<file path="config.mk">
export PLATFORM = sky130hd
export DESIGN_NAME = mmd_decoder
export DESIGN_NICKNAME = d
export VERILOG_FILES = /design/src/common/mmd_pkg.sv /design/src/logic/mmd_mem_check.sv /design/src/logic/mmd_decoder.sv
export SDC_FILE = /design/constraint.sdc
export NUM_CORES = 1
export LEC_CHECK = 0
export ABC_AREA = 1
export BUFFER_PORTS_ARGS = -buffer_cell sky130_fd_sc_hd__buf_2
export CORE_MARGIN = 2
export CORE_UTILIZATION = 34
export DETAILED_ROUTE_END_ITERATION = 8
export HOLD_SLACK_MARGIN = 0.05
export PLACE_DENSITY = 0.58
export SLEW_MARGIN = 40
export SYNTH_ARGS = -nofsm -noshare
export SYNTH_HDL_FRONTEND = slang
export SYNTH_HIERARCHICAL = 1
export SYNTH_SLANG_ARGS = --single-unit
export TNS_END_PERCENT = 30
</file>
<file path="constraint.sdc">
create_clock -name i_clk -period 1.6 [get_ports i_clk]
set_input_delay 0.08 -clock i_clk [delete_from_list [all_inputs] [get_ports i_clk]]
set_output_delay 0.08 -clock i_clk [all_outputs]
set_load 0.01 [all_outputs]
</file>
<file path="src/common/mmd_pkg.sv">
// What this block does
// 16 MB: 256 segments, four 16 KB pages
// One linear map; flash, SRAM, external starts
// Byte and word access everywhere
// Data memories and register areas in segment 0
// Top 256 DUAL_PORT_RAM bytes, register portions bit-addressable
// Active bank DUAL_PORT_RAM locations bit-addressable
// Bank: 16 words or byte pairs
// Fetches go through program unit
// Data transfers go through data unit
// System bus joins both units
// Serial and CAN ranges go via bus controller
// Reserved areas become external accesses; code does so only with an external bus, otherwise they fault
// External IO disables pipeline optimizations
// Top flash sector of segment 0 blocked
// Protected program SRAM portion blocks writes
// 4 KB sectors, clustered for protection
// Sector write-protect; 128-byte programming blocks
// 128-bit flash reads, always error-corrected
// Flash read protection, password unlocks
// Flash modules accessed in parallel
// Parity: single-bit error detected, data blocked
// ECC: single-bit error corrected
// Software leaves unused register addresses alone
// Combinational one-hot decode, registered result
package mmd_pkg;
  // Region start addresses
  localparam logic [23:0] A_DATA_SRAM = 24'h008000;
  localparam logic [23:0] A_XREG = 24'h00e000;
  localparam logic [23:0] A_EREG = 24'h00f000;
  localparam logic [23:0] A_RSV_DP = 24'h00f200;
  localparam logic [23:0] A_DUAL_PORT_RAM = 24'h00f600;
  localparam logic [23:0] A_SREG = 24'h00fe00;
  localparam logic [23:0] A_EXT1 = 24'h010000;
  localparam logic [23:0] A_CAN = 24'h200000;
  localparam logic [23:0] A_SER = 24'h204000;
  localparam logic [23:0] A_RSV_P0 = 24'h206800;
  localparam logic [23:0] A_CAN_ALT = 24'h208000;
  localparam logic [23:0] A_RSV_P1 = 24'h20c000;
  localparam logic [23:0] A_EXT_IO = 24'h210000;
  localparam logic [23:0] A_EXT_MEM = 24'h400000;
  localparam logic [23:0] A_FLASH = 24'hc00000;
  localparam logic [23:0] A_RSV_FL = 24'hd90000;
  localparam logic [23:0] A_PROGRAM_SRAM = 24'he00000;
  localparam logic [23:0] A_RSV_PS = 24'he1c000;
  localparam logic [23:0] A_EMULATED_PROGRAM_SRAM = 24'he80000;
  localparam logic [23:0] A_RSV_EP = 24'he9c000;
  localparam logic [23:0] A_RSV_TOP = 24'hf00000;
  localparam logic [23:0] A_IMB = 24'hffff00;
  // Protected and bit-addressable windows
  localparam logic [23:0] A_FL_RES = 24'hc0f000;
  localparam logic [23:0] A_FL_RES_END = 24'hc10000;
  localparam logic [23:0] A_DP_BIT = 24'h00fd00;
  localparam logic [23:0] A_SREG_BIT = 24'h00ff00;
  localparam logic [23:0] A_EREG_BIT = 24'h00f100;
  localparam logic [15:0] GPR_SPAN = 16'h0020;
  // Address field positions
  localparam int SEG_LSB = 16;
  localparam int PAGE_LSB = 14;
  localparam int FL_MOD_LSB = 18;
  localparam int FL_CL_LSB = 16;
  localparam int FL_SEC_LSB = 12;
  localparam int FL_BLK_LSB = 7;
  localparam int FL_LINE_LSB = 4;
  // Memory protection modes
  localparam logic [1:0] PROT_OFF = 2'h0;
  localparam logic [1:0] PROT_PAR = 2'h1;
  localparam logic [1:0] PROT_ECC = 2'h2;
  // Hamming positions of the 16 data bits
  localparam logic [4:0] HAM_POS [16] = '{5'h03, 5'h05, 5'h06, 5'h07, 5'h09, 5'h0a, 5'h0b, 5'h0c,
    5'h0d, 5'h0e, 5'h0f, 5'h11, 5'h12, 5'h13, 5'h14, 5'h15};

  typedef enum logic [13:0] {
    T_EXT_MEM = 14'h0001, T_EXT_IO = 14'h0002, T_PERIPH = 14'h0004,
    T_DATA_SRAM = 14'h0008, T_XREG = 14'h0010, T_EREG = 14'h0020,
    T_DUAL_PORT_RAM = 14'h0040, T_SREG = 14'h0080, T_FLASH = 14'h0100,
    T_PROGRAM_SRAM = 14'h0200, T_EMULATED_PROGRAM_SRAM = 14'h0400, T_IMB = 14'h0800,
    T_NONE = 14'h1000, T_RSV = 14'h2000
  } mmd_tgt_t;

  typedef enum logic [2:0] {
    PW_LOCKED = 3'b001, PW_HALF = 3'b010, PW_OPEN = 3'b100
  } mmd_pw_t;

  typedef struct packed {
    logic valid;
    logic fetch;
    logic write;
    logic word;
    logic [23:0] addr;
  } mmd_req_t;

  typedef struct packed {
    logic valid;
    mmd_tgt_t target;
    logic fault;
    logic via_pmu;
    logic sysbus;
    logic via_ebc;
    logic no_pipe_opt;
    logic bit_addr;
    logic gpr_hit;
    logic [3:0] gpr_idx;
    logic gpr_hi;
    logic word;
    logic [7:0] segment;
    logic [1:0] page;
    logic [2:0] fl_module;
    logic [5:0] fl_sector;
    logic [4:0] fl_block;
    logic [19:0] fl_line;
  } mmd_dec_t;

  // Data bits covered by Hamming check bit k
  function automatic logic [15:0] mmd_mask(input int k);
    logic [15:0] m;
    logic [4:0] p;
    m = '0;
    for (int i = 0; i < 16; i++) begin
      p = HAM_POS[i];
      m[i] = p[k];
    end
    return m;
  endfunction : mmd_mask
endpackage : mmd_pkg

</file>
<file path="src/logic/mmd_mem_check.sv">
`timescale 1ns/1ps
module mmd_mem_check (
  // Clock and reset
  input wire logic i_clk,
  input wire logic i_rst,
  // Raw memory word
  input wire logic i_valid,
  input wire logic [15:0] i_data,
  input wire logic [5:0] i_check,
  input wire logic [1:0] i_mode,
  // Checked word
  output logic o_valid,
  output logic [15:0] o_data,
  output logic o_error,
  output logic o_corrected
);
  logic [4:0] syn_calc;
  logic [4:0] syndrome;
  logic [15:0] flip;
  logic par_bad;
  logic all_par;
  logic ecc_single;
  logic ecc_double;
  logic err_d;
  logic [15:0] data_d;
  logic valid_q;
  logic [15:0] data_q;
  logic err_q;
  logic fix_q;

  // Syndrome bits from the data
  genvar k;
  generate
    for (k = 0; k < 5; k++) begin : g_syn
      assign syn_calc[k] = ^(i_data & mmd_pkg::mmd_mask(k));
    end
  endgenerate

  // Bit to flip for each syndrome
  genvar b;
  generate
    for (b = 0; b < 16; b++) begin : g_flip
      assign flip[b] = (syndrome == mmd_pkg::HAM_POS[b]);
    end
  endgenerate

  // Error classification per mode
  assign syndrome = syn_calc ^ i_check[4:0];
  assign par_bad = (^i_data) ^ i_check[5];
  assign all_par = (^i_data) ^ (^i_check);
  assign ecc_single = (syndrome != 5'h00) && all_par;
  assign ecc_double = (syndrome != 5'h00) && !all_par;
  assign err_d = (i_mode == mmd_pkg::PROT_PAR) ? par_bad :
                 (i_mode == mmd_pkg::PROT_ECC) ? ecc_double : 1'b0;
  assign data_d = err_d ? 16'h0000 :
                  (i_mode == mmd_pkg::PROT_ECC && ecc_single) ? (i_data ^ flip) : i_data;

  // Output register
  always_ff @(posedge i_clk or posedge i_rst) begin
    if (i_rst) begin
      valid_q <= 1'b0;
      data_q <= 16'h0000;
      err_q <= 1'b0;
      fix_q <= 1'b0;
    end else begin
      valid_q <= i_valid;
      data_q <= data_d;
      err_q <= i_valid && err_d;
      fix_q <= i_valid && (i_mode == mmd_pkg::PROT_ECC) && ecc_single;
    end
  end

  assign o_valid = valid_q;
  assign o_data = data_q;
  assign o_error = err_q;
  assign o_corrected = fix_q;

  // Parity fault hides the word
  AST_PAR_BLOCK: assert property (@(posedge i_clk) disable iff (i_rst)
    i_valid && i_mode == mmd_pkg::PROT_PAR && par_bad |=> o_error && o_data == 16'h0000)
    else $error("parity error not blocked");
  // Single flipped bit repaired
  AST_ECC_FIX: assert property (@(posedge i_clk) disable iff (i_rst)
    i_valid && i_mode == mmd_pkg::PROT_ECC && ecc_single |=> o_corrected && !o_error)
    else $error("single bit error not corrected");
endmodule : mmd_mem_check

</file>
<file path="src/logic/mmd_decoder.sv">
`timescale 1ns/1ps
module mmd_decoder (
  // Clock and reset
  input wire logic i_clk,
  input wire logic i_rst,
  // Access request from the core
  input wire mmd_pkg::mmd_req_t i_req,
  input wire logic [15:0] i_context_ptr,
  // Configuration
  input wire logic i_has_ext_bus,
  input wire logic [16:0] i_program_sram_wp_top,
  input wire logic [27:0] i_flash_wp,
  input wire logic i_flash_rd_prot,
  // Password unlock
  input wire logic i_pw_valid,
  input wire logic [15:0] i_pw_data,
  input wire logic [15:0] i_pw_key0,
  input wire logic [15:0] i_pw_key1,
  input wire logic i_pw_relock,
  // Read data from memory
  input wire logic i_rd_valid,
  input wire logic [15:0] i_rd_data,
  input wire logic [5:0] i_rd_check,
  input wire logic [1:0] i_prot_mode,
  input wire logic i_rd_flash,
  // Decode result
  output mmd_pkg::mmd_dec_t o_dec,
  output logic o_unlocked,
  // Checked read data
  output logic o_rd_valid,
  output logic [15:0] o_rd_data,
  output logic o_rd_error,
  output logic o_rd_corrected
);
  // Region lookup by descending start address
  function automatic mmd_pkg::mmd_tgt_t mmd_region(input logic [23:0] a);
    mmd_pkg::mmd_tgt_t t;
    if (a >= mmd_pkg::A_IMB) t = mmd_pkg::T_IMB;
    else if (a >= mmd_pkg::A_RSV_TOP) t = mmd_pkg::T_RSV;
    else if (a >= mmd_pkg::A_RSV_EP) t = mmd_pkg::T_RSV;
    else if (a >= mmd_pkg::A_EMULATED_PROGRAM_SRAM) t = mmd_pkg::T_EMULATED_PROGRAM_SRAM;
    else if (a >= mmd_pkg::A_RSV_PS) t = mmd_pkg::T_RSV;
    else if (a >= mmd_pkg::A_PROGRAM_SRAM) t = mmd_pkg::T_PROGRAM_SRAM;
    else if (a >= mmd_pkg::A_RSV_FL) t = mmd_pkg::T_RSV;
    else if (a >= mmd_pkg::A_FLASH) t = mmd_pkg::T_FLASH;
    else if (a >= mmd_pkg::A_EXT_MEM) t = mmd_pkg::T_EXT_MEM;
    else if (a >= mmd_pkg::A_EXT_IO) t = mmd_pkg::T_EXT_IO;
    else if (a >= mmd_pkg::A_RSV_P1) t = mmd_pkg::T_RSV;
    else if (a >= mmd_pkg::A_CAN_ALT) t = mmd_pkg::T_PERIPH;
    else if (a >= mmd_pkg::A_RSV_P0) t = mmd_pkg::T_RSV;
    else if (a >= mmd_pkg::A_CAN) t = mmd_pkg::T_PERIPH;
    else if (a >= mmd_pkg::A_EXT1) t = mmd_pkg::T_EXT_MEM;
    else if (a >= mmd_pkg::A_SREG) t = mmd_pkg::T_SREG;
    else if (a >= mmd_pkg::A_DUAL_PORT_RAM) t = mmd_pkg::T_DUAL_PORT_RAM;
    else if (a >= mmd_pkg::A_RSV_DP) t = mmd_pkg::T_RSV;
    else if (a >= mmd_pkg::A_EREG) t = mmd_pkg::T_EREG;
    else if (a >= mmd_pkg::A_XREG) t = mmd_pkg::T_XREG;
    else if (a >= mmd_pkg::A_DATA_SRAM) t = mmd_pkg::T_DATA_SRAM;
    else t = mmd_pkg::T_EXT_MEM;
    return t;
  endfunction : mmd_region

  logic [23:0] addr;
  mmd_pkg::mmd_tgt_t raw_tgt;
  mmd_pkg::mmd_tgt_t tgt_d;
  logic rsv_hit;
  logic seg0;
  logic prog_mem;
  logic fl_res_hit;
  logic [2:0] fl_module;
  logic [1:0] fl_cluster;
  logic [4:0] wp_idx;
  logic flash_wp_hit;
  logic program_sram_wp_hit;
  logic rd_prot_hit;
  logic blocked;
  logic [15:0] gpr_off;
  logic gpr_hit;
  logic dp_bit;
  logic sreg_bit;
  logic ereg_bit;
  logic ebc_d;
  logic sysbus_d;
  mmd_pkg::mmd_dec_t dec_d;
  mmd_pkg::mmd_dec_t dec_q;
  mmd_pkg::mmd_pw_t pw_d;
  mmd_pkg::mmd_pw_t pw_q;
  logic unlocked;
  logic [1:0] chk_mode;

  // Region decode of the linear address
  assign addr = i_req.addr;
  assign raw_tgt = mmd_region(addr);
  assign rsv_hit = (raw_tgt == mmd_pkg::T_RSV);
  assign seg0 = (addr[23:mmd_pkg::SEG_LSB] == 8'h00);
  assign prog_mem = (raw_tgt == mmd_pkg::T_FLASH) || (raw_tgt == mmd_pkg::T_PROGRAM_SRAM) ||
                    (raw_tgt == mmd_pkg::T_EMULATED_PROGRAM_SRAM);

  // Flash module and cluster fields, cluster write-protect index
  assign fl_module = addr[mmd_pkg::FL_MOD_LSB +: 3];
  assign fl_cluster = addr[mmd_pkg::FL_CL_LSB +: 2];
  assign wp_idx = {fl_module, fl_cluster};

  // Protection checks
  assign fl_res_hit = (addr >= mmd_pkg::A_FL_RES) && (addr < mmd_pkg::A_FL_RES_END);
  assign flash_wp_hit = i_req.write && (raw_tgt == mmd_pkg::T_FLASH) && i_flash_wp[wp_idx];
  assign program_sram_wp_hit = i_req.write && (raw_tgt == mmd_pkg::T_PROGRAM_SRAM) &&
                        (addr[16:0] < i_program_sram_wp_top);
  assign rd_prot_hit = (raw_tgt == mmd_pkg::T_FLASH) && !i_req.fetch && !i_req.write &&
                       i_flash_rd_prot && !unlocked;
  assign blocked = fl_res_hit || flash_wp_hit || program_sram_wp_hit || rd_prot_hit;

  // Final target: exactly one per access
  assign tgt_d = blocked ? mmd_pkg::T_NONE :
                 rsv_hit ? (i_has_ext_bus ? mmd_pkg::T_EXT_MEM : mmd_pkg::T_NONE) :
                 raw_tgt;

  // Register bank of the active context
  assign gpr_off = addr[15:0] - i_context_ptr;
  assign gpr_hit = seg0 && (raw_tgt == mmd_pkg::T_DUAL_PORT_RAM) && (gpr_off < mmd_pkg::GPR_SPAN);

  // Bit-addressable windows
  assign dp_bit = (addr >= mmd_pkg::A_DP_BIT) && (addr < mmd_pkg::A_SREG);
  assign sreg_bit = (addr >= mmd_pkg::A_SREG_BIT) && (addr < mmd_pkg::A_EXT1);
  assign ereg_bit = (addr >= mmd_pkg::A_EREG_BIT) && (addr < mmd_pkg::A_RSV_DP);

  // Routing between the two units and the system bus
  assign ebc_d = (tgt_d == mmd_pkg::T_PERIPH) || (tgt_d == mmd_pkg::T_EXT_MEM) ||
                 (tgt_d == mmd_pkg::T_EXT_IO);
  assign sysbus_d = (tgt_d != mmd_pkg::T_NONE) &&
                    (i_req.fetch ? !prog_mem : (prog_mem || ebc_d));

  // Assemble the decode result
  always_comb begin
    dec_d = '0;
    dec_d.valid = i_req.valid;
    dec_d.target = tgt_d;
    dec_d.fault = (tgt_d == mmd_pkg::T_NONE);
    dec_d.via_pmu = i_req.fetch;
    dec_d.sysbus = sysbus_d;
    dec_d.via_ebc = ebc_d;
    dec_d.no_pipe_opt = (tgt_d == mmd_pkg::T_EXT_IO);
    dec_d.bit_addr = dp_bit || sreg_bit || ereg_bit || gpr_hit;
    dec_d.gpr_hit = gpr_hit;
    dec_d.gpr_idx = gpr_off[4:1];
    dec_d.gpr_hi = gpr_off[0];
    dec_d.word = i_req.word;
    dec_d.segment = addr[mmd_pkg::SEG_LSB +: 8];
    dec_d.page = addr[mmd_pkg::PAGE_LSB +: 2];
    dec_d.fl_module = fl_module;
    dec_d.fl_sector = addr[mmd_pkg::FL_SEC_LSB +: 6];
    dec_d.fl_block = addr[mmd_pkg::FL_BLK_LSB +: 5];
    dec_d.fl_line = addr[23:mmd_pkg::FL_LINE_LSB];
  end

  // Decode register
  always_ff @(posedge i_clk or posedge i_rst) begin
    if (i_rst) begin
      dec_q <= '0;
    end else begin
      dec_q <= dec_d;
    end
  end

  assign o_dec = dec_q;

  // Password sequence for read protection
  always_comb begin
    pw_d = pw_q;
    case (pw_q)
      mmd_pkg::PW_LOCKED: begin
        if (i_pw_valid && i_pw_data == i_pw_key0) pw_d = mmd_pkg::PW_HALF;
      end
      mmd_pkg::PW_HALF: begin
        if (i_pw_relock) pw_d = mmd_pkg::PW_LOCKED;
        else if (i_pw_valid) pw_d = (i_pw_data == i_pw_key1) ? mmd_pkg::PW_OPEN : mmd_pkg::PW_LOCKED;
      end
      mmd_pkg::PW_OPEN: begin
        if (i_pw_relock) pw_d = mmd_pkg::PW_LOCKED;
      end
      default: pw_d = mmd_pkg::PW_LOCKED;
    endcase
  end

  // Unlock state register
  always_ff @(posedge i_clk or posedge i_rst) begin
    if (i_rst) begin
      pw_q <= mmd_pkg::PW_LOCKED;
    end else begin
      pw_q <= pw_d;
    end
  end

  assign unlocked = (pw_q == mmd_pkg::PW_OPEN);
  assign o_unlocked = unlocked;

  // Flash reads are always corrected
  assign chk_mode = i_rd_flash ? mmd_pkg::PROT_ECC : i_prot_mode;

  // Parity and ECC check of read data
  mmd_mem_check u_check (
    .i_clk(i_clk),
    .i_rst(i_rst),
    .i_valid(i_rd_valid),
    .i_data(i_rd_data),
    .i_check(i_rd_check),
    .i_mode(chk_mode),
    .o_valid(o_rd_valid),
    .o_data(o_rd_data),
    .o_error(o_rd_error),
    .o_corrected(o_rd_corrected)
  );

  // Result follows request by one cycle
  AST_LATENCY: assert property (@(posedge i_clk) disable iff (i_rst)
    i_req.valid |=> o_dec.valid && $onehot(o_dec.target))
    else $error("decode not one-hot one cycle later");
  // Reserved flash sector refused
  AST_FL_RES: assert property (@(posedge i_clk) disable iff (i_rst)
    i_req.valid && addr >= 24'hc0f000 && addr <= 24'hc0ffff |=> o_dec.fault && o_dec.target == mmd_pkg::T_NONE)
    else $error("reserved flash sector reachable");
  // Protected program SRAM writes refused
  AST_PROGRAM_SRAM_WP: assert property (@(posedge i_clk) disable iff (i_rst)
    i_req.valid && i_req.write && raw_tgt == mmd_pkg::T_PROGRAM_SRAM && addr[16:0] < i_program_sram_wp_top |=> o_dec.fault)
    else $error("protected program SRAM write passed");
  // Fetches use the program unit, data the data unit
  AST_UNIT: assert property (@(posedge i_clk) disable iff (i_rst)
    i_req.valid |=> o_dec.via_pmu == $past(i_req.fetch))
    else $error("wrong management unit");
  // External IO turns off pipeline optimizations
  AST_EXT_IO: assert property (@(posedge i_clk) disable iff (i_rst)
    o_dec.valid |-> o_dec.no_pipe_opt == (o_dec.target == mmd_pkg::T_EXT_IO))
    else $error("pipeline flag wrong for IO area");
  // CAN and serial ranges reach the peripheral bus
  AST_PERIPH: assert property (@(posedge i_clk) disable iff (i_rst)
    i_req.valid && addr >= 24'h200000 && addr <= 24'h2067ff |=> o_dec.target == mmd_pkg::T_PERIPH && o_dec.via_ebc)
    else $error("peripheral range not forwarded");
  // Reserved area becomes external when a bus exists
  AST_RSV: assert property (@(posedge i_clk) disable iff (i_rst)
    i_req.valid && rsv_hit && !blocked && i_has_ext_bus |=> o_dec.target == mmd_pkg::T_EXT_MEM)
    else $error("reserved access not external");
  // Internal data areas sit in segment 0
  AST_SEG0: assert property (@(posedge i_clk) disable iff (i_rst)
    o_dec.valid && (o_dec.target == mmd_pkg::T_DUAL_PORT_RAM || o_dec.target == mmd_pkg::T_SREG ||
    o_dec.target == mmd_pkg::T_DATA_SRAM) |-> o_dec.segment == 8'h00)
    else $error("data area outside segment 0");
  // Top DUAL_PORT_RAM bytes are bit-addressable
  AST_BIT: assert property (@(posedge i_clk) disable iff (i_rst)
    i_req.valid && (dp_bit || gpr_hit) |=> o_dec.bit_addr)
    else $error("bit window not flagged");
  // Two correct password words unlock
  AST_PW: assert property (@(posedge i_clk) disable iff (i_rst)
    pw_q == mmd_pkg::PW_LOCKED && i_pw_valid && i_pw_data == i_pw_key0 ##1
    i_pw_valid && !i_pw_relock && i_pw_data == i_pw_key1 |=> o_unlocked)
    else $error("password did not unlock");
endmodule : mmd_decoder

</file>
==> results.md, run 1 <==
| Quantity | Value |
|---|---|
| Dominant register cell in the synthesized netlist | sky130_fd_sc_hd__dfrtp_1 |
| Ratio of routed vias to standard cells | 4.627 |
| Worst-path cell with the longest stage delay | sky130_fd_sc_hd__ha_4 |
| Number of max-cap violations | 0 |
| Clock sink count | 70 |
| Category of the critical setup timing path | in -> reg |
| Final Core Density | 55.11% |
| Hold Path Class | in -> reg |
| Share of layout cells above drive strength 1 | 45.65% |
| Clock skew | 0.005306 ns |
| Count of state elements after synthesis | 70 |
| Minimum setup slack in the final design | 0.002498 ns |
| Remaining max-slew budget at the tightest pin | 64.51% |
| Final critical path time including I/O delays and setup | 1.598 ns |
| Area Growth Syn to Fin | 57.81% |
| Antenna-violating nets left | 0 |
| Worst Path Required | 1.89 ns |
| Startpoint kind of the worst setup timing path | input pin |
| Crit path arrival time | 1.89 ns |
| CP endpoint kind | flop |
| Starting utilization of the core area | 34.92% |
| Maximum number of pins on one net before global-route repair | 33 |
| Maximum fanout encountered on the critical timing path | 5 |
| Gate family responsible for the most delay along the worst path | simple AND/OR/NAND/NOR gates |
| H-tree level count | 3 |
| Setup repair after global routing missed its margin | yes |
| TritonCTS clock tree | yes |
| Count of nets after finishing | 1,576 |
| Die area | 19,750 µm² |
| Syn Std Cell Area | 6337 µm² |
| Number of I/O pins | 261 |
| Avg Synthesized Cell Area | 6.720 µm² |
| Port Buffer Count | 260 |
| Via count | 7,458 |
| Count of final hold-check violations | 0 |
| Total length of routed wires | 22.83 mm |
| Areal power density over the cells | 705.1 nW/µm² |
| Sequential cell area in the final layout | 1753 µm² |
| Post-Syn Nets | 1,144 |
| Dominant cell type by count on the critical path | sky130_fd_sc_hd__nand4_1 |
| Placeable core region | 18,150 µm² |
| Chip height | 140.5 µm |
| CTS buffer count | 9 |
| Count of flip-flops with a built-in enable after synthesis | 0 |
| Worst-case vdd ir drop | 0.5196 mV |
| Final slew viol count | 0 |
| Async set-or-reset flop fraction in the synthesized netlist | 100.0% |
| Global-route usage over all layers | 22.33% |
| Number of antenna violations at the first check in global routing | 3 |
| Die Wd | 140.5 µm |
| CP max stage delay | 0.26 ns |
| Sequential element share of the synthesized area | 27.66% |
| Pwr Total | 0.007052 W |
| Most frequent cells in the layout | sky130_fd_sc_hd__buf_2, sky130_fd_sc_hd__nand2_1, sky130_fd_sc_hd__buf_4 |
| Gate count of the mapped netlist | 943 |
| Routability congestion estimate from global placement | 0.8756 |
| Measured slew at the worst slew-check pin | 0.5316 ns |
| Non-filler instance count after layout | 1,612 |
| Drt initial violations | 274 |
| Total area of multi-input combinational cells | 4141 µm² |
| Pre-CTS setup slack | -0.5822 ns |
| Detailed-placement wirelength estimate | 18.72 mm |
| Leak Pwr | 5.680 nW |
| Clk root buf | sky130_fd_sc_hd__clkbuf_16 |
| Clock network latency to the later pin of the worst-skew pair | 0.35 ns |
| Reg clk slew, reported paths | 0.07 ns |
| Number of unique standard cell types used by synthesis | 50 |
| Global-route wire length before repair | 34.88 mm |
| Max Fclk | 626.0 MHz |
| First-pass DRT Iterations | 5 |
| Clock Tree Buf Depth | 2 |
| Number of inserted filler cells in the final layout | 1,778 |
| DRC viols | 0 |
| Worst path buffer plus inverter count | 3 |
| Status | completed |
| Number of core rows | 49 |
| Most frequent standard cell in the layout excluding fill and tap cells | sky130_fd_sc_hd__buf_2 |
| Synthesis warning total | 6 |
| GRT Residual Overflow | 0 |
| Final-report setup violation count | 0 |
| Average wire per standard cell | 14.16 µm |
| Part of the cycle the worst path needs | 99.84% |
| Placed Instances | 1,554 |
| Cell chain of the critical path | buf_8, buf_6, ha_4, nand4_1, nor2_4, nand4_1, nand4_1, nand3_2, nor2_4, nand2_2, a21oi_2, nand2_1, inv_1 |
| Vias in the first global route | 7,055 |
where the power goes:
part | internal, W | total [W] | switching (W) | leakage (nW)
Combinational | 0.00139 | 0.00304 | 0.00165 | 4.68
Clock | 0.00108 | 0.00200 | 0.000917 | 0.135
Sequential | 0.00195 | 0.00202 | 0.0000629 | 0.862
registers in the layout, indices dropped and copies added, names as in the netlist:
signal / flops
u_check/o_corrected: 1
o_dec: 48
u_check/o_valid: 1
pw_q: 3
u_check/o_error: 1
u_check/o_data: 16
timing repair:
| action | in CTS | in global routing |
|---|---|---|
| cloned | 0 | 1 |
| setup endpoints to repair | 6 | 26 |
| hold buffers | 25 | 0 |
| hold endpoints to repair | 64 | 0 |
| buffers inserted | 2 | 11 |
| resized for setup | 10 | 92 |
| pin swaps | 8 | 53 |
synthesized netlist by cell type (2+ instances only):
master,instances,share of area (%)
sky130_fd_sc_hd__o21ai_0,14,1.1
sky130_fd_sc_hd__nand4_1,23,2.3
sky130_fd_sc_hd__o211ai_1,3,0.36
sky130_fd_sc_hd__nor3_1,11,0.87
sky130_fd_sc_hd__inv_4,2,0.20
sky130_fd_sc_hd__a21oi_1,24,1.9
sky130_fd_sc_hd__nand2_1,271,16
sky130_fd_sc_hd__buf_2,2,0.16
sky130_fd_sc_hd__dfrtp_1,69,27
sky130_fd_sc_hd__nand2_2,30,3.0
sky130_fd_sc_hd__inv_2,24,1.4
sky130_fd_sc_hd__ha_1,31,6.1
sky130_fd_sc_hd__buf_4,26,3.1
sky130_fd_sc_hd__nor2_2,13,1.3
sky130_fd_sc_hd__nor4_1,8,0.79
sky130_fd_sc_hd__nand3_1,63,5.0
sky130_fd_sc_hd__o31ai_1,5,0.59
sky130_fd_sc_hd__nand3_2,4,0.63
sky130_fd_sc_hd__xnor2_1,13,1.8
sky130_fd_sc_hd__nor2_8,3,0.95
sky130_fd_sc_hd__inv_1,129,7.6
sky130_fd_sc_hd__nor2_4,2,0.36
sky130_fd_sc_hd__nand3b_1,2,0.24
sky130_fd_sc_hd__or2_2,5,0.49
sky130_fd_sc_hd__xor2_1,34,4.7
sky130_fd_sc_hd__nand2_4,7,1.2
sky130_fd_sc_hd__nor2_1,91,5.4
sky130_fd_sc_hd__o21ai_1,2,0.16
sky130_fd_sc_hd__o21bai_1,4,0.47
sky130_fd_sc_hd__or2_1,2,0.20
sky130_fd_sc_hd__o221ai_1,3,0.41
sky130_fd_sc_hd__a211oi_1,2,0.24
sky130_fd_sc_hd__buf_6,4,0.71
cell families after synthesis:
family / after synthesis / synth area share [%]
fa+ha+maj: 32 / 6.436
simple gates: 538 / 39.43
buf+inv: 188 / 13.27
xor+xnor: 47 / 6.496
mux: 1 / 0.1580
other cells: 1 / 0.05917
compound gates: 66 / 6.496
flops: 70 / 27.66
worst reg2reg max path, cell delays in order, from the launching register on:
cell and delay, ns:
sky130_fd_sc_hd__dfstp_2 0.52, sky130_fd_sc_hd__nor3_1 0.04, sky130_fd_sc_hd__buf_4 0.15, sky130_fd_sc_hd__nor3_1 0.31, sky130_fd_sc_hd__nor2_4 0.08, sky130_fd_sc_hd__buf_4 0.14, sky130_fd_sc_hd__nand2_1 0.06, sky130_fd_sc_hd__nor2_2 0.04
final timing paths:
kind / from / end / slack [ns] / cells past startpoint
worst max-delay path: i_req[14] / o_dec[54] / 0.002 / 13
worst min-delay path: i_req[19] / o_dec[15] / 0.07 / 2
worst max register to register: pw_q[0] / o_dec[61] / 0.15 / 7
worst min register to register: pw_q[2] / pw_q[0] / 0.60 / 3
max in group asynchronous: i_rst / o_dec[52] / 0.67 / 4
min in group asynchronous: i_rst / u_check/o_data[15] / 0.35 / 4
layer usage:
layer / part of all wire, % / vias to the layer above / track usage (%)
li1: - / 3813 / -
met4: 2.9 / 0 / 8.632
met1: 42 / 3396 / 26.72
met3: 4.9 / 39 / 3.385
met2: 51 / 210 / 40.30
met5: 0 / - / 0
through the flow:
stage	hold slack [ns]	area, µm²	TNS (ns)
final	0.06823	10000	0
after global routing	0.07109	10000	-0.4349
after CTS	0.05730	9585	0
after detailed placement	0.1434	8984	-8.780
after global placement	0.1315	8984	-8.451
after floorplan	0.03113	6465	-0.09917
cell type report:
class,instances,share of cell area [%]
Inverter,156,6.055
Clock buffer,9,2.252
Multi-Input combinational cell,685,41.41
Tap cell,229,2.865
Sequential cell,70,17.53
Timing Repair Buffer,453,29.20
Antenna cell,3,0.07507
Clock inverter,7,0.6130
Power figures use the tool's default switching activity.
==> run 2, diff against run 1 <==
- HOLD_SLACK_MARGIN: 0.05 -> 0.1
- PLACE_DENSITY: 0.58 -> 0.71
- SYNTH_HIERARCHICAL: 1 -> not set
==> results.md, run 2 <==
| Quantity | Value |
|---|---|
| Count of flip-flops with a built-in enable after synthesis | 0 |
| Antenna-violating nets left | 0 |
| Category of the critical setup timing path | in -> reg |
| Total length of routed wires | 19.85 mm |
| Antenna diode count | 0 |
| Gate count of the mapped netlist | 846 |
| H-tree level count | 3 |
| Maximum number of pins on one net before global-route repair | 71 |
| Crit path arrival time | 1.92 ns |
| CTS buffer count | 9 |
| Post-Syn Nets | 1,047 |
| Pre-CTS setup slack | -0.4669 ns |
| Maximum fanout encountered on the critical timing path | 4 |
| Endpoint of the lowest-slack register-to-register path | pw_q[2] |
| DRC viols | 0 |
| Dominant cell type by count on the critical path | sky130_fd_sc_hd__nand2_1 |
| Number of antenna violations at the first check in global routing | 0 |
| Average wire per standard cell | 13.32 µm |
| Max Fclk | 605.1 MHz |
| Worst-case vdd ir drop | 0.5887 mV |
| Async set-or-reset flop fraction in the synthesized netlist | 100.0% |
| Routability congestion estimate from global placement | 0.9095 |
| Worst-path cell with the longest stage delay | sky130_fd_sc_hd__xnor2_1 |
| TritonCTS clock tree | yes |
| Hold Path Class | in -> reg |
| Number of core rows | 48 |
| GRT Residual Overflow | 0 |
| Vias in the first global route | 6,404 |
| Cell types with the largest area share after synthesis | sky130_fd_sc_hd__dfrtp_1, sky130_fd_sc_hd__nand2_1, sky130_fd_sc_hd__inv_1 |
| Post-synth top cells | sky130_fd_sc_hd__nand2_1, sky130_fd_sc_hd__inv_1, sky130_fd_sc_hd__dfrtp_1, sky130_fd_sc_hd__nor2_1, sky130_fd_sc_hd__nand3_1 |
| Synthesis warning total | 0 |
| Drt initial violations | 344 |
| Number of unique standard cell types used by synthesis | 45 |
| Final critical path time including I/O delays and setup | 1.652 ns |
| Violations in the final reports | setup timing |
| Number of max-cap violations | 0 |
| Part of the cycle the worst path needs | 103.3% |
| First-pass DRT Iterations | 5 |
| Worst Path Required | 1.86 ns |
| Most frequent cells in the layout | sky130_fd_sc_hd__buf_2, sky130_fd_sc_hd__nand2_1, sky130_fd_sc_hd__buf_4 |
| Syn Std Cell Area | 5882 µm² |
| Placeable core region | 17,120 µm² |
| Final-report setup violation count | 2 |
| Minimum setup slack among reg-to-reg paths | 0.10 ns |
| Dominant register cell in the synthesized netlist | sky130_fd_sc_hd__dfrtp_1 |
| Startpoint of the most critical register-to-register path | pw_q[0] |
| Area Growth Syn to Fin | 64.96% |
| Count of final hold-check violations | 0 |
| Global-route usage over all layers | 19.86% |
| Starting utilization of the core area | 34.36% |
| Die Wd | 135.5 µm |
| CP max stage delay | 0.34 ns |
| Setup crit end | u_check.o_data[2] |
| CP endpoint kind | flop |
| Sequential element share of the synthesized area | 29.80% |
| Share of layout cells above drive strength 1 | 43.64% |
| Areal power density over the cells | 858.6 nW/µm² |
| Count of nets after finishing | 1,461 |
| Cell with the most instances after synthesis | sky130_fd_sc_hd__nand2_1 |
| Clock network latency to the later pin of the worst-skew pair | 0.33 ns |
| Status | finished with violations |
| Die area | 18,370 µm² |
| Hold slack | 0.1308 ns |
| Detailed-placement wirelength estimate | 15.04 mm |
| Leak Pwr | 5.357 nW |
| Global-route wire length before repair | 29.17 mm |
| Cell type with the largest total area after synthesis | sky130_fd_sc_hd__dfrtp_1 |
| Max FFs per register | 48 |
| Non-filler instance count after layout | 1,490 |
| Port Buffer Count | 260 |
| Setup repair after global routing missed its margin | yes |
| Final slew viol count | 0 |
| Cell chain of the critical path | buf_2, xnor2_2, xnor2_1, xor2_1, nand2_1, nand2_2, buf_6, nand2_2, nor2_1, buf_4, nand3b_1, nand2_1, nand2_1, a21oi_2 |
| Reg clk slew, reported paths | 0.06 ns |
| Sum of negative setup slack | -0.1034 ns |
| Startpoint kind of the worst setup timing path | input pin |
| Number of I/O pins | 261 |
| Clock Tree Buf Depth | 2 |
| Clock sink count | 70 |
| Avg Synthesized Cell Area | 6.953 µm² |
| Most frequent standard cell in the layout excluding fill and tap cells | sky130_fd_sc_hd__buf_2 |
| Clock skew | 0.004359 ns |
| Count of state elements after synthesis | 70 |
| Minimum setup slack in the final design | -0.05249 ns |
| Via count | 6,918 |
| Portion of synthesized cell area occupied by the leading cell type | 29.36% |
| Clk root buf | sky130_fd_sc_hd__clkbuf_16 |
| Chip height | 135.5 µm |
| CP startpoint | i_rd_data[1] |
| Register-to-Register Path Depth | 8 |
| Ratio of routed vias to standard cells | 4.643 |
| Placed Instances | 1,438 |
==> run 2: what timing repair did <==
action | 4_1_cts | 5_1_grt
setup buffers | 4 | 3
endpoints found under the setup margin | 8 | 26
hold buffers | 29 | 0
hold endpoints to repair | 100 | 0
pin swaps | 9 | 67
resized for setup | 12 | 141
gates cloned | 0 | 1
==> run 2: worst min path at each step <==
| stage | endpoint | slack [ns] | cells after the start | startpoint |
|---|---|---|---|---|
| after floorplan | o_dec[0] | 0.11 | 0 | i_req[4] |
| after global placement | o_dec[71] | 0.19 | 1 | i_req[27] |
| after detailed placement | o_dec[71] | 0.19 | 1 | i_req[27] |
| after CTS | o_dec[46] | 0.11 | 3 | i_context_ptr[1] |
| after global routing | o_dec[46] | 0.13 | 3 | i_context_ptr[1] |
| final | o_dec[46] | 0.13 | 3 | i_context_ptr[1] |
==> run 2: layout make-up <==
cell class	count	area, µm²
repair buffers	433	2803
inverters	143	549.3
clock inverters	5	33.78
fillers	1519	7413
clock buffers	11	252.7
flip-flops and latches	70	1753
multi-input cells	603	4030
well taps	225	281.5
==> run 2: metal layers <==
metal	share of wire (%)	track usage, %
met5	0	0
met4	1.6	6.655
met3	5.6	2.731
met1	43	25.11
met2	50	34.86
==> run 2: cell families (layout without fill, tap and decap cells) <==
group	after synthesis	in the layout	synth area share, %
AOI/OAI and AO/OA	87	87	8.403
xor gates and xnor gates	66	66	10.98
adders and majority gates	32	32	6.935
buffers and inverters	173	592	12.78
DFF	70	70	29.80
muxes	1	1	0.1702
other	1	1	0.06376
and+or+nand+nor	416	416	30.87
==> run 2: stage by stage <==
stage	power, W	util, %	cell area, µm²
floorplan	0.004132	-	5886
global placement	0.005597	48.60	8319
detailed placement	0.005667	48.60	8319
CTS	0.007712	52.52	8990
global route	0.008893	56.69	9703
finish	0.008331	56.69	9703
==> run 2: report_power, final <==
| part | internal [W] | switching [W] | total (W) |
|---|---|---|---|
| logic | 0.00195 | 0.00230 | 0.00425 |
| clock network | 0.00113 | 0.000770 | 0.00190 |
| registers | 0.00207 | 0.000103 | 0.00218 |
==> run 2: critical path: cells and delay by family <==
kind            cells  cell delay [ns]
buf+inv             3             0.42
simple gates        7             0.61
compound gates      1             0.10
xor+xnor            3             0.70
